==> src/logic/arla_pkg.sv <==
`default_nettype none
package arla_pkg;
    // register byte addresses (8-bit data port, one byte per address)
    localparam logic [7:0] ADDR_RESULT_INDEX    = 8'h20;
    localparam logic [7:0] ADDR_RBP_HIGH        = 8'h21;
    localparam logic [7:0] ADDR_RBP_MID         = 8'h22;
    localparam logic [7:0] ADDR_RBP_LOW         = 8'h23;
    localparam logic [7:0] ADDR_OFFSET_FIRST    = 8'h24;
    localparam logic [7:0] ADDR_OFFSET_SECOND   = 8'h25;
    localparam logic [7:0] ADDR_CONTROL         = 8'h26;
    localparam logic [7:0] ADDR_STATUS          = 8'h27;
    // control register fields
    localparam int CTL_ENABLE_BIT  = 0;
    localparam int CTL_SPECIAL_BIT = 1;
    localparam int CTL_BMODE_BIT   = 2;
    localparam int CTL_NEWLIST_BIT = 3;
    // widths
    localparam int IDX_W  = 6;
    localparam int OFF_W  = 7;
    localparam int ADDR_W = 24;
    // reset values and the fixed first offset value
    localparam logic [7:0]  CTL_RESET    = 8'h00;
    localparam logic [17:0] RBP_RESET    = 18'h00000;
    localparam logic [6:0]  OFF1_RESET   = 7'h00;
    localparam logic [6:0]  OFF0_VALUE   = 7'h00;
    // result objects are 16 bit: one index unit is two bytes
    localparam int RES_SHIFT = 1;
    // command objects are 32 bit: one unit is four bytes
    localparam int CMD_SHIFT = 2;
endpackage
`default_nettype wire

==> src/logic/arla_buf2.sv <==
`default_nettype none
module arla_buf2 #(
    parameter int WIDTH = 40
) (
    input  wire logic             mclk,
    input  wire logic             rst,
    input  wire logic             in_valid,
    output logic                  in_ready,
    input  wire logic [WIDTH-1:0] in_data,
    output logic                  out_valid,
    input  wire logic             out_ready,
    output logic      [WIDTH-1:0] out_data
);
    // two entries keep full throughput while still registering ready
    logic [WIDTH-1:0] mem_r [2];
    logic [WIDTH-1:0] mem_nxt [2];
    logic             wp_r;
    logic             wp_nxt;
    logic             rp_r;
    logic             rp_nxt;
    logic [1:0]       cnt_r;
    logic [1:0]       cnt_nxt;
    logic             push;
    logic             pop;

    always_comb
    begin
        push = in_valid && (cnt_r != 2'h2);
        pop = out_valid && out_ready;
        mem_nxt = mem_r;
        if (push)
        begin
            mem_nxt[wp_r] = in_data;
        end
        wp_nxt = push ? ~wp_r : wp_r;
        rp_nxt = pop ? ~rp_r : rp_r;
        cnt_nxt = cnt_r + {1'b0, push} - {1'b0, pop};
    end

    always_ff @(posedge mclk)
    begin
        if (rst)
        begin
            wp_r <= 1'b0;
            rp_r <= 1'b0;
            cnt_r <= 2'h0;
            mem_r[0] <= '0;
            mem_r[1] <= '0;
        end
        else
        begin
            wp_r <= wp_nxt;
            rp_r <= rp_nxt;
            cnt_r <= cnt_nxt;
            mem_r <= mem_nxt;
        end
    end

    assign in_ready = (cnt_r != 2'h2);
    assign out_valid = (cnt_r != 2'h0);
    assign out_data = mem_r[rp_r];
endmodule
`default_nettype wire

==> src/logic/arla_core.sv <==
// The address-and-strobe port is this design's own decision.
`default_nettype none
// Behaviour
// - read-only six-bit result index, counted in 16-bit samples
// - base pointer bits 19..2 writable only when disabled or special access
// - base pointer is the system RAM base of the result lists
// - first offset register is read only; writes do nothing
// - second offset writable only when disabled or special access
// - seven-bit second offset serves both second command and result lists
// - offsets scale by object size: 16-bit results, 32-bit commands
// - result address is base plus active offset plus result index
// - buffer mode picks single or alternating double result lists
module arla_core (
    input  wire logic        mclk,
    input  wire logic        rst,
    input  wire logic [7:0]  reg_addr,
    input  wire logic [7:0]  reg_wdata,
    input  wire logic        reg_wr,
    input  wire logic        reg_rd,
    output logic      [7:0]  reg_rdata,
    input  wire logic [23:0] command_base,
    input  wire logic [5:0]  command_index,
    output logic      [23:0] command_fetch_addr,
    input  wire logic        result_valid,
    output logic             result_ready,
    input  wire logic [15:0] result_data,
    input  wire logic        list_end,
    output logic             store_valid,
    input  wire logic        store_ready,
    output logic      [23:0] store_addr,
    output logic      [15:0] store_data
);
    logic [7:0]  ctl_r;
    logic [7:0]  ctl_nxt;
    logic [17:0] rbp_r;
    logic [17:0] rbp_nxt;
    logic [6:0]  off1_r;
    logic [6:0]  off1_nxt;
    logic [5:0]  idx_r;
    logic [5:0]  idx_nxt;
    logic        sel_r;
    logic        sel_nxt;
    logic [7:0]  rdata_r;
    logic [7:0]  rdata_nxt;
    logic        unlocked;
    logic        bmode;
    logic [6:0]  active_off;
    logic [23:0] base_addr;
    logic [23:0] res_addr;
    logic        take;
    logic        newlist;
    logic [39:0] buf_out;

    assign unlocked = !ctl_r[arla_pkg::CTL_ENABLE_BIT] || ctl_r[arla_pkg::CTL_SPECIAL_BIT];
    assign bmode = ctl_r[arla_pkg::CTL_BMODE_BIT];
    // single mode forces the first list
    assign active_off = (bmode && sel_r) ? off1_r : arla_pkg::OFF0_VALUE;
    assign base_addr = {4'h0, rbp_r, 2'h0};
    // sum in 16-bit units converted to bytes
    assign res_addr = base_addr
        + ({17'h00000, active_off} << arla_pkg::RES_SHIFT)
        + ({18'h00000, idx_r} << arla_pkg::RES_SHIFT);
    assign command_fetch_addr = command_base
        + ({17'h00000, active_off} << arla_pkg::CMD_SHIFT)
        + ({18'h00000, command_index} << arla_pkg::CMD_SHIFT);
    assign take = result_valid && result_ready;
    assign newlist = reg_wr && (reg_addr == arla_pkg::ADDR_CONTROL)
        && reg_wdata[arla_pkg::CTL_NEWLIST_BIT];

    always_comb
    begin
        ctl_nxt = ctl_r;
        rbp_nxt = rbp_r;
        off1_nxt = off1_r;
        idx_nxt = idx_r;
        sel_nxt = sel_r;
        rdata_nxt = 8'h00;
        if (reg_wr)
        begin
            unique case (reg_addr)
                arla_pkg::ADDR_CONTROL:
                    ctl_nxt = {5'h00, reg_wdata[2:0]};
                arla_pkg::ADDR_RBP_HIGH:
                    if (unlocked)
                    begin
                        rbp_nxt[17:14] = reg_wdata[3:0];
                    end
                arla_pkg::ADDR_RBP_MID:
                    if (unlocked)
                    begin
                        rbp_nxt[13:6] = reg_wdata;
                    end
                arla_pkg::ADDR_RBP_LOW:
                    if (unlocked)
                    begin
                        rbp_nxt[5:0] = reg_wdata[7:2];
                    end
                arla_pkg::ADDR_OFFSET_SECOND:
                    if (unlocked)
                    begin
                        off1_nxt = reg_wdata[6:0];
                    end
                // the first offset and the index ignore writes
                default:
                    ctl_nxt = ctl_r;
            endcase
        end
        // a new list restarts the index; a store in the same cycle uses the old index and does not advance it
        if (newlist || (take && list_end))
        begin
            idx_nxt = 6'h00;
            if (bmode && take && list_end)
            begin
                sel_nxt = ~sel_r;
            end
            if (!bmode)
            begin
                sel_nxt = 1'b0;
            end
        end
        else if (take)
        begin
            idx_nxt = idx_r + 6'h01;
        end
        if (reg_rd)
        begin
            unique case (reg_addr)
                arla_pkg::ADDR_RESULT_INDEX:
                    rdata_nxt = {2'h0, idx_r};
                arla_pkg::ADDR_RBP_HIGH:
                    rdata_nxt = {4'h0, rbp_r[17:14]};
                arla_pkg::ADDR_RBP_MID:
                    rdata_nxt = rbp_r[13:6];
                arla_pkg::ADDR_RBP_LOW:
                    rdata_nxt = {rbp_r[5:0], 2'h0};
                arla_pkg::ADDR_OFFSET_FIRST:
                    rdata_nxt = {1'b0, arla_pkg::OFF0_VALUE};
                arla_pkg::ADDR_OFFSET_SECOND:
                    rdata_nxt = {1'b0, off1_r};
                arla_pkg::ADDR_CONTROL:
                    rdata_nxt = ctl_r;
                arla_pkg::ADDR_STATUS:
                    rdata_nxt = {6'h00, store_valid, sel_r};
                default:
                    rdata_nxt = 8'h00;
            endcase
        end
    end

    always_ff @(posedge mclk)
    begin
        if (rst)
        begin
            ctl_r <= arla_pkg::CTL_RESET;
            rbp_r <= arla_pkg::RBP_RESET;
            off1_r <= arla_pkg::OFF1_RESET;
            idx_r <= 6'h00;
            sel_r <= 1'b0;
            rdata_r <= 8'h00;
        end
        else
        begin
            ctl_r <= ctl_nxt;
            rbp_r <= rbp_nxt;
            off1_r <= off1_nxt;
            idx_r <= idx_nxt;
            sel_r <= sel_nxt;
            rdata_r <= rdata_nxt;
        end
    end

    assign reg_rdata = rdata_r;

    // the buffer absorbs a bus stall so no result is dropped
    arla_buf2 #(
        .WIDTH (40)
    ) u_buf (
        .mclk      (mclk),
        .rst       (rst),
        .in_valid  (result_valid),
        .in_ready  (result_ready),
        .in_data   ({res_addr, result_data}),
        .out_valid (store_valid),
        .out_ready (store_ready),
        .out_data  (buf_out)
    );
    assign store_addr = buf_out[39:16];
    assign store_data = buf_out[15:0];
endmodule
`default_nettype wire

==> config.mk <==
export PLATFORM = sky130hd
export DESIGN_NAME = arla_core
export DESIGN_NICKNAME = d
export VERILOG_FILES = /design/src/logic/arla_pkg.sv /design/src/logic/arla_buf2.sv /design/src/logic/arla_core.sv
export SDC_FILE = /design/constraint.sdc
export NUM_CORES = 1
export LEC_CHECK = 0
export BUFFER_PORTS_ARGS = -buffer_cell sky130_fd_sc_hd__buf_4
export CAP_MARGIN = 10
export CORE_ASPECT_RATIO = 0.9
export CORE_MARGIN = 2
export CORE_UTILIZATION = 45
export CTS_CLUSTER_SIZE = 20
export DETAILED_ROUTE_END_ITERATION = 12
export PLACE_DENSITY = 0.68
export REMOVE_ABC_BUFFERS = 1
export SYNTH_ARGS = -nofsm -noshare
export SYNTH_HDL_FRONTEND = slang
export SYNTH_SLANG_ARGS = --single-unit
==> constraint.sdc <==
create_clock -name mclk -period 4.9 [get_ports mclk]
set_clock_uncertainty 0.05 [all_clocks]
set_input_delay 0.245 -clock mclk [delete_from_list [all_inputs] [get_ports mclk]]
set_output_delay 0.245 -clock mclk [all_outputs]
set_load 0.02 [all_outputs]
* Word-level counts from Yosys, hierarchy flattened
Index checks and enable logic that the tools add are counted.
Operators by class: multiplexer cells 10, reductions and logical operators 21, add/subtract/negate cells 7, bitwise logic cells 6, eq/ne operators 9, order comparisons 3
Operator list (count):
- $mux 40 | 4
- $bwmux 80 | 1
- $eq 8x6->1 const B | 7
- $pmux 8 s7 | 1
- $demux 40 s1 | 1
- $add 24x8->24 | 1
- $add 24x9->24 | 1
- $add 21x7->22 | 1
- $add 20x8->21 | 1
- $reduce_and 3->1 | 4
- $logic_and 1x1->1 | 9
- $mux 7 | 1
- $add 6x1->6 const B | 1
- $ge 2x2->1 const B | 2
- $not 1->1 | 4
- $not 1->2 | 2
- $reduce_and 2->1 | 2
- $reduce_or 2->1 | 2
- $add 2x1->2 | 1
- $logic_or 1x1->1 | 2
- $lt 2x1->1 const B | 1
- $mux 1 | 2
- $ne 2x1->1 const B | 1
- $ne 2x2->1 const B | 1
- 3 further kinds | 3
Storage, ports and cells: logic and storage cells 69, output and inout port bits 74, bits of input ports 69, bits in registers 127

* Depth between registers and ports, before layout
Gate-level depths: netlist of run 1.
depth after elaboration 6, mapped depth 12, mapped depth without buffers 11

* By module
Synthesis of run 1 repeated with hierarchy kept, for this count alone.
Unflattened totals: cells, all modules 812, area total of the unflattened synthesis 7574.8 µm²
Modules (own cells, without submodules):
- arla_buf2 | instances 1, area an instance 4010.1 µm², cells an instance 421, seq. area each 1681.6 µm²
- arla_core | instances 1, area an instance 3564.7 µm², cells an instance 391, seq. area each 860.8 µm²

* Least setup slack after synthesis of run 1
OpenSTA, ideal clock, no wires.
path kind register -> output, start reg sel_r, end out command_fetch_addr[17], data arrival time 2.828 ns, path slack 1.777 ns, data required time 4.605 ns, stages on the path, launching flop included 11, buffers on the path 1, path through dfxtp_1 -> clkbuf_1 -> nand3_1 -> inv_1 -> fa_1 -> ha_1 -> fa_1 -> a211oi_1 -> o21ai_0 -> and4_1 -> xor2_1
On the way: longest elaborated chain between the ends 4
RTL lines:
- start: declaration | line arla_core.sv:41 | logic sel_r;
- start signal: assignment | line arla_core.sv:167 | sel_r <= sel_nxt;
- $logic_and 1x1->1 | line arla_core.sv:57 | assign active_off = (bmode && sel_r) ? off1_r : arla_pkg::OFF0_VALUE;
- $mux 7 | line arla_core.sv:57
- $add 24x9->24 | line arla_core.sv:64 | + ({17'h00000, active_off} << arla_pkg::CMD_SHIFT)
- $add 24x8->24 | line arla_core.sv:65 | + ({18'h00000, command_index} << arla_pkg::CMD_SHIFT);
- end: declaration | line arla_core.sv:23 | output logic [23:0] command_fetch_addr,
Every way passes these cells.

* Worst setup path after layout of run 1
start reg sel_r, end out command_fetch_addr[23]
Same word-level chain as after synthesis.

==> results.ini, run 1 <==
[outcome]
status=completed

[worst_setup_path]
cp_cell_sequence=nand3_1 > inv_1 > fa_1 > ha_1 > fa_1 > a211oi_1 > o21ai_0 > and4_1 > nand4_1 > xnor2_1 > buf_4
arrival_ns=3.50
max_stage_delay_ns=0.49
worstPathRequired_ns=4.61
cp_common_cell=fa_1
crit_type=flip-flop to output pin
crit_fanout=10
r2r-start=sel_r
slowest_stage=dfxtp_1
setup.worst_path.end_class=output pin
cp-startpoint=sel_r
cp-start-kind=flip-flop

[clocking]
clock_sinks=119
cts_inserted_buffers=17
path_clk_slew_ns=0.06
hold_buffers=0
cts.repair.resized=0
cts_buffer_depth=2
post_cts_buffers=0
insertion_delay_ns=0.42
cts-htree-levels=4
cts_tree=done
cts-root-buf=clkbuf_16

[grt]
antenna_found_initial=0
grt_use_total_pct=22.4
grt_pass1_wl_um=26700
grt_overflow=0
grt_max_degree=80
grt_pass1_vias=5423

[drt]
drc=0
drt_wl_total_um=16700
wire_per_inst_um=15.7
drtIter0Drc=408
viasPerCell=5.36
antenna_left=0
dr.pass1.iters=5
vias=5677

[sta]
period_needed_ns=3.80
setup_viol=0
drv_slew=0
relSlewSlack_pct=21.9
fmax_mhz=263
rsz0062_at_grt=no
fin_crit_sh_pct=77.5
tightest_slew_ns=1.17
finalHoldViolCount=0
fin_ws_ns=1.10
finalSetupTns_ns=0
hold_slack_ns=0.0180

[placed_design]
port_buffers=134
place_ws_ns=1.53
dp_hpwl_um=12100
gp_congestion=0.883

[synthesis]
synth-edff-count=0
netlist_top_cells_count=dfxtp_1 (119), nand2_1 (112), nor2_1 (85)
syn_avg_cell_area_um2=8.61
synth.most_common_cell=dfxtp_1
ys_ff_latch=119
synth_top_area_share_pct=37.2
yosys_warnings=0
synth_top_area_cell=dfxtp_1
seq_area_frac_synth_pct=37.2
ys_types=49
synthCells=744
synth-main-ff-cell=dfxtp_1
synthTopCellsByArea=dfxtp_1 (37%), mux2_2 (7.0%), nand2_1 (6.6%)
postSynth.asyncResetShare_pct=0
syn_area_mm2=0.00640

[die]
die_y_um=117
pin_count=143
dieArea_mm2=0.0152
initial_core_util_pct=45.9
core_area_mm2=0.0140
chipWidth_um=130
row_count=41

[power]
peakVddDrop_uv=328
p_per_area_mw_per_mm2=404
finalPower_uw=3300
p_leak_uw=0.00345

[hold_path]
holdCritStartpoint=reg_wdata[7]
min_path_type=input port to flip-flop

[final_layout]
antenna-diode-count=0
area_delta_synth_final_pct=27.6
fin_nets=956
layout-drive-gt1-share_pct=24.8

[job]
cap_violations=0

==> final timing paths <==
path | endpoint | slack, ns | cells after the start
max | command_fetch_addr[23] | 1.10 | 11
min | rbp_r[13] | 0.02 | 3
max reg2reg | u_buf.mem_r[66] | 1.66 | 11
min reg2reg | u_buf.mem_r[49] | 0.40 | 2
==> worst max-delay path, delay by kind of cell (launching register included) <==
| kind | cells | cell delay [ns] |
|---|---|---|
| XOR/XNOR | 1 | 0.14 |
| flip-flops | 1 | 0.49 |
| adder cells (fa/ha/maj) | 3 | 1.11 |
| buffers and inverters | 2 | 0.28 |
| AO/OA/AOI/OAI | 2 | 0.47 |
| AND/OR/NAND/NOR | 3 | 0.60 |
==> area by class of cell <==
type	instances	area (um^2)
fill	1228	5790
inverter	28	105
timing repair buffer	136	1020
clock buffer	20	457
multi-input combinational	552	3710
tap	193	241
clock inverter	12	246
sequential	119	2380
==> sequential cells by signal, summed over array words and instances (netlist names) <==
signal / cells
u_buf.mem_r: 72
rbp_r: 18
reg_rdata: 8
off1_r: 7
idx_r: 6
ctl_r: 3
u_buf.cnt_r: 2
sel_r: 1
u_buf.rp_r: 1
u_buf.wp_r: 1
==> cells in the final DEF, fill, tap and decap left out, drive strengths merged, types with 12 or more instances in the layout <==
| cell | count |
|---|---|
| a211oi | 39 |
| a21oi | 63 |
| buf | 136 |
| clkbuf | 20 |
| dfxtp | 119 |
| fa | 13 |
| ha | 20 |
| inv | 27 |
| mux2 | 40 |
| mux2i | 32 |
| nand2 | 112 |
| nand3 | 15 |
| nor2 | 85 |
| o21ai | 12 |
| xnor2 | 29 |
| xor2 | 12 |
==> cell families (layout without fill, tap and decap cells) <==
kind of cell	Yosys count	in the layout	synth area share, %
AND/OR/NAND/NOR	259	259	18.0
adder cells (fa/ha/maj)	33	33	7.97
other	1	4	0.0586
buffers and inverters	76	196	5.10
AO/OA/AOI/OAI	143	143	14.0
flip-flops	119	119	37.2
XOR/XNOR	41	41	5.61
multiplexers	72	72	12.0
==> routing by layer <==
metal  vias to the layer above  part of all wire, %  GRT usage [%]
met3                        22                  5.5           5.36
met5                         -                    0              0
met1                      2705                   46           29.7
li1                       2783                    -              -
met2                       167                   47           36.2
met4                         0                  1.6           6.95
==> per-stage QoR <==
step	utilization [%]	instance area, um^2	std cells
floorplan	-	6190	699
global placement	53.5	7460	1028
detailed placement	53.5	7460	1028
CTS	58.5	8170	1060
global route	58.5	8170	1060
finish	58.5	8170	1060
==> power breakdown <==
group / internal (uW) / total (uW) / switching, uW
Sequential: 1050 / 1130 / 87.8
Clock: 1030 / 1480 / 444
Combinational: 313 / 694 / 381
Note: power is estimated with default switching activity, not from simulation.
==> inputs of run 2 (changes only) <==
--- a/config.mk
+++ b/config.mk
@@ -12,7 +12,7 @@
 export CORE_UTILIZATION = 45
 export CTS_CLUSTER_SIZE = 20
 export DETAILED_ROUTE_END_ITERATION = 12
-export PLACE_DENSITY = 0.68
+export PLACE_DENSITY = 0.71
 export REMOVE_ABC_BUFFERS = 1
 export SYNTH_ARGS = -nofsm -noshare
 export SYNTH_HDL_FRONTEND = slang
==> constraint.sdc (replaced) <==
create_clock -name mclk -period 3.21 [get_ports mclk]
set_clock_uncertainty 0.05 [all_clocks]
set_input_delay 0.1605 -clock mclk [delete_from_list [all_inputs] [get_ports mclk]]
set_output_delay 0.1605 -clock mclk [all_outputs]
set_load 0.02 [all_outputs]
==> run 2 against run 1 <==
Net effect: routed wire length shrank 1.5%; clock power grew 28%; sequential share of layout area shrank 1.2 points; non-clock buffer count grew 42; cell area grew 4.8%; utilization grew 2.8 points; register-to-register slack lost 1.4 ns; highest routed layer unchanged; global-route usage shrank 0.36 points; first-iteration DRC count shrank 15%; largest cell class unchanged; critical path type unchanged.
==> results.ini, run 2 (synthesis gave the netlist of run 1 again) <==
[die]
dieArea_mm2=0.0152
core_area_mm2=0.0140
row_count=41
chipWidth_um=130
initial_core_util_pct=45.9
pin_count=143
die_y_um=117

[drt]
antenna_left=0
dr.pass1.iters=5
vias=5676
viasPerCell=5.16
drtIter0Drc=346
drc=0
drt_wl_total_um=16400
wire_per_inst_um=14.9

[hold_path]
min_path_type=input port to flip-flop
holdPathStages=3

[sta]
fin_ws_ns=0.00961
period_needed_ns=3.20
drv_slew=0
hold_slack_ns=0.0820
finalHoldViolCount=0
fmax_mhz=312
tightest_slew_ns=0.990
setup_viol=0
fin_crit_sh_pct=99.7
relSlewSlack_pct=33.0
rsz0062_at_grt=yes

[grt]
grt_max_degree=59
grt_overflow=0
busiest_layer=met2
grt_use_total_pct=22.0
met3_usage_pct=5.00
met1_usage_pct=30.1
globalRouteMet2Util_pct=34.2
antenna_found_initial=0
grt_pass1_wl_um=26200
grt_pass1_vias=5225

[final_layout]
largest_reg_flops=72
mostFrequentLayoutCells=buf_4 (153), dfxtp_1 (115), nand2_1 (111), nor2_1 (84), a21oi_1 (63)
nFillCells=1265
finalInstanceArea_mm2=0.00856
regMostFlops=u_buf.mem_r
seq_area_mm2=0.00239
layout_commonest_cell=buf_4
layout-drive-gt1-share_pct=28.0
antenna-diode-count=0
fin_nets=998
area_delta_synth_final_pct=33.7
multi_input_area_mm2=0.00382

[worst_setup_path]
rr_worst_depth=12
cp-start-kind=flip-flop
crit_type=flip-flop to output pin
setup.worst_path.end_class=output pin
arrival_ns=2.99
crit_fanout=7
worstPathRequired_ns=3.00

[power]
peakVddDrop_uv=389
p_per_area_mw_per_mm2=554
finalPower_uw=4740
p_leak_uw=0.00359

[clocking]
path_clk_slew_ns=0.05
clock_sinks=119
cts-htree-levels=4
insertion_delay_ns=0.42
cts_buffer_depth=2
cts_tree=done
cts_inserted_buffers=17
cts-root-buf=clkbuf_16

[placed_design]
place_ws_ns=0.132
gp_congestion=0.869
port_buffers=134
post_dp_cell_area_mm2=0.00753
dp_hpwl_um=11300

[outcome]
status=completed

[job]
cap_violations=0

[run 2: changes by cell type in the layout (fill, tap and decap cells not counted), moves of 3 or more]
| cell | previous run | this run |
|---|---|---|
| buf_4 | 136 | 153 |
| bufinv_16 | 7 | 2 |
| fa_2 | 0 | 3 |
| and3_4 | 0 | 3 |
| ha_1 | 20 | 15 |
| fa_1 | 13 | 10 |
| clkbuf_8 | 2 | 5 |
| dfxtp_1 | 118 | 115 |
| dlygate4sd3_1 | 0 | 24 |
| clkinv_2 | 1 | 4 |
| and3_1 | 7 | 4 |
| ha_4 | 0 | 4 |
[run 2: power by group]
part | total (uW) | internal, uW | switching [uW]
logic | 1120 | 530 | 590
registers | 1730 | 1590 | 134
clock network | 1900 | 1230 | 662
[run 2: layout make-up]
cell class | instances | share of cell area [%]
clock buffer | 23 | 5.82
clock inverter | 8 | 1.11
inverter | 28 | 1.23
multi-input combinational | 552 | 44.7
sequential | 119 | 28.0
tap | 193 | 2.82
timing repair buffer | 178 | 16.4
[run 2: what timing repair did]
item,4_1_cts,5_1_grt
setup buffers,1,8
hold buffers,24,0
setup endpoints to repair,14,13
pin swaps,5,16
gates cloned,0,0
gates resized for setup,16,12
hold endpoints to repair,57,0
[run 2: path summary, 6_finish.rpt]
kind / startpoint / end / slack, ns
setup / recovery: sel_r / command_fetch_addr[23] / 0.01
hold / removal: reg_addr[6] / reg_rdata[7] / 0.08
setup reg to reg: sel_r / u_buf.mem_r[72] / 0.25
hold reg to reg: u_buf.mem_r[41] / u_buf.mem_r[41] / 0.40
[run 2: metrics by stage]
step,util (%),setup TNS (ns),std cells
2_1_floorplan,-,0,699
5_1_grt,61.3,-0.953,1101
4_1_cts,60.5,0,1093
3_5_place_dp,54.0,0,1037
6_report,61.3,0,1101
3_3_place_gp,54.0,0,1037
[run 2: worst max-delay path, stage by stage (launching register included)]
cell and delay (ns):
dfxtp_4 0.39, nand3_2 0.12, inv_1 0.09, fa_1 0.41
ha_2 0.22, fa_2 0.40, a211oi_2 0.22, o21ai_1 0.12
and4_4 0.22, nand4_1 0.10, xnor2_1 0.12, buf_4 0.16
[run 2: layer usage]
metal / part of all wire [%] / routed length, um / vias up
li1: - / - / 2877
met1: 46 / 7630 / 2621
met2: 46 / 7520 / 147
met3: 5.8 / 955 / 31
met4: 2.0 / 324 / 0
met5: 0 / 0 / -
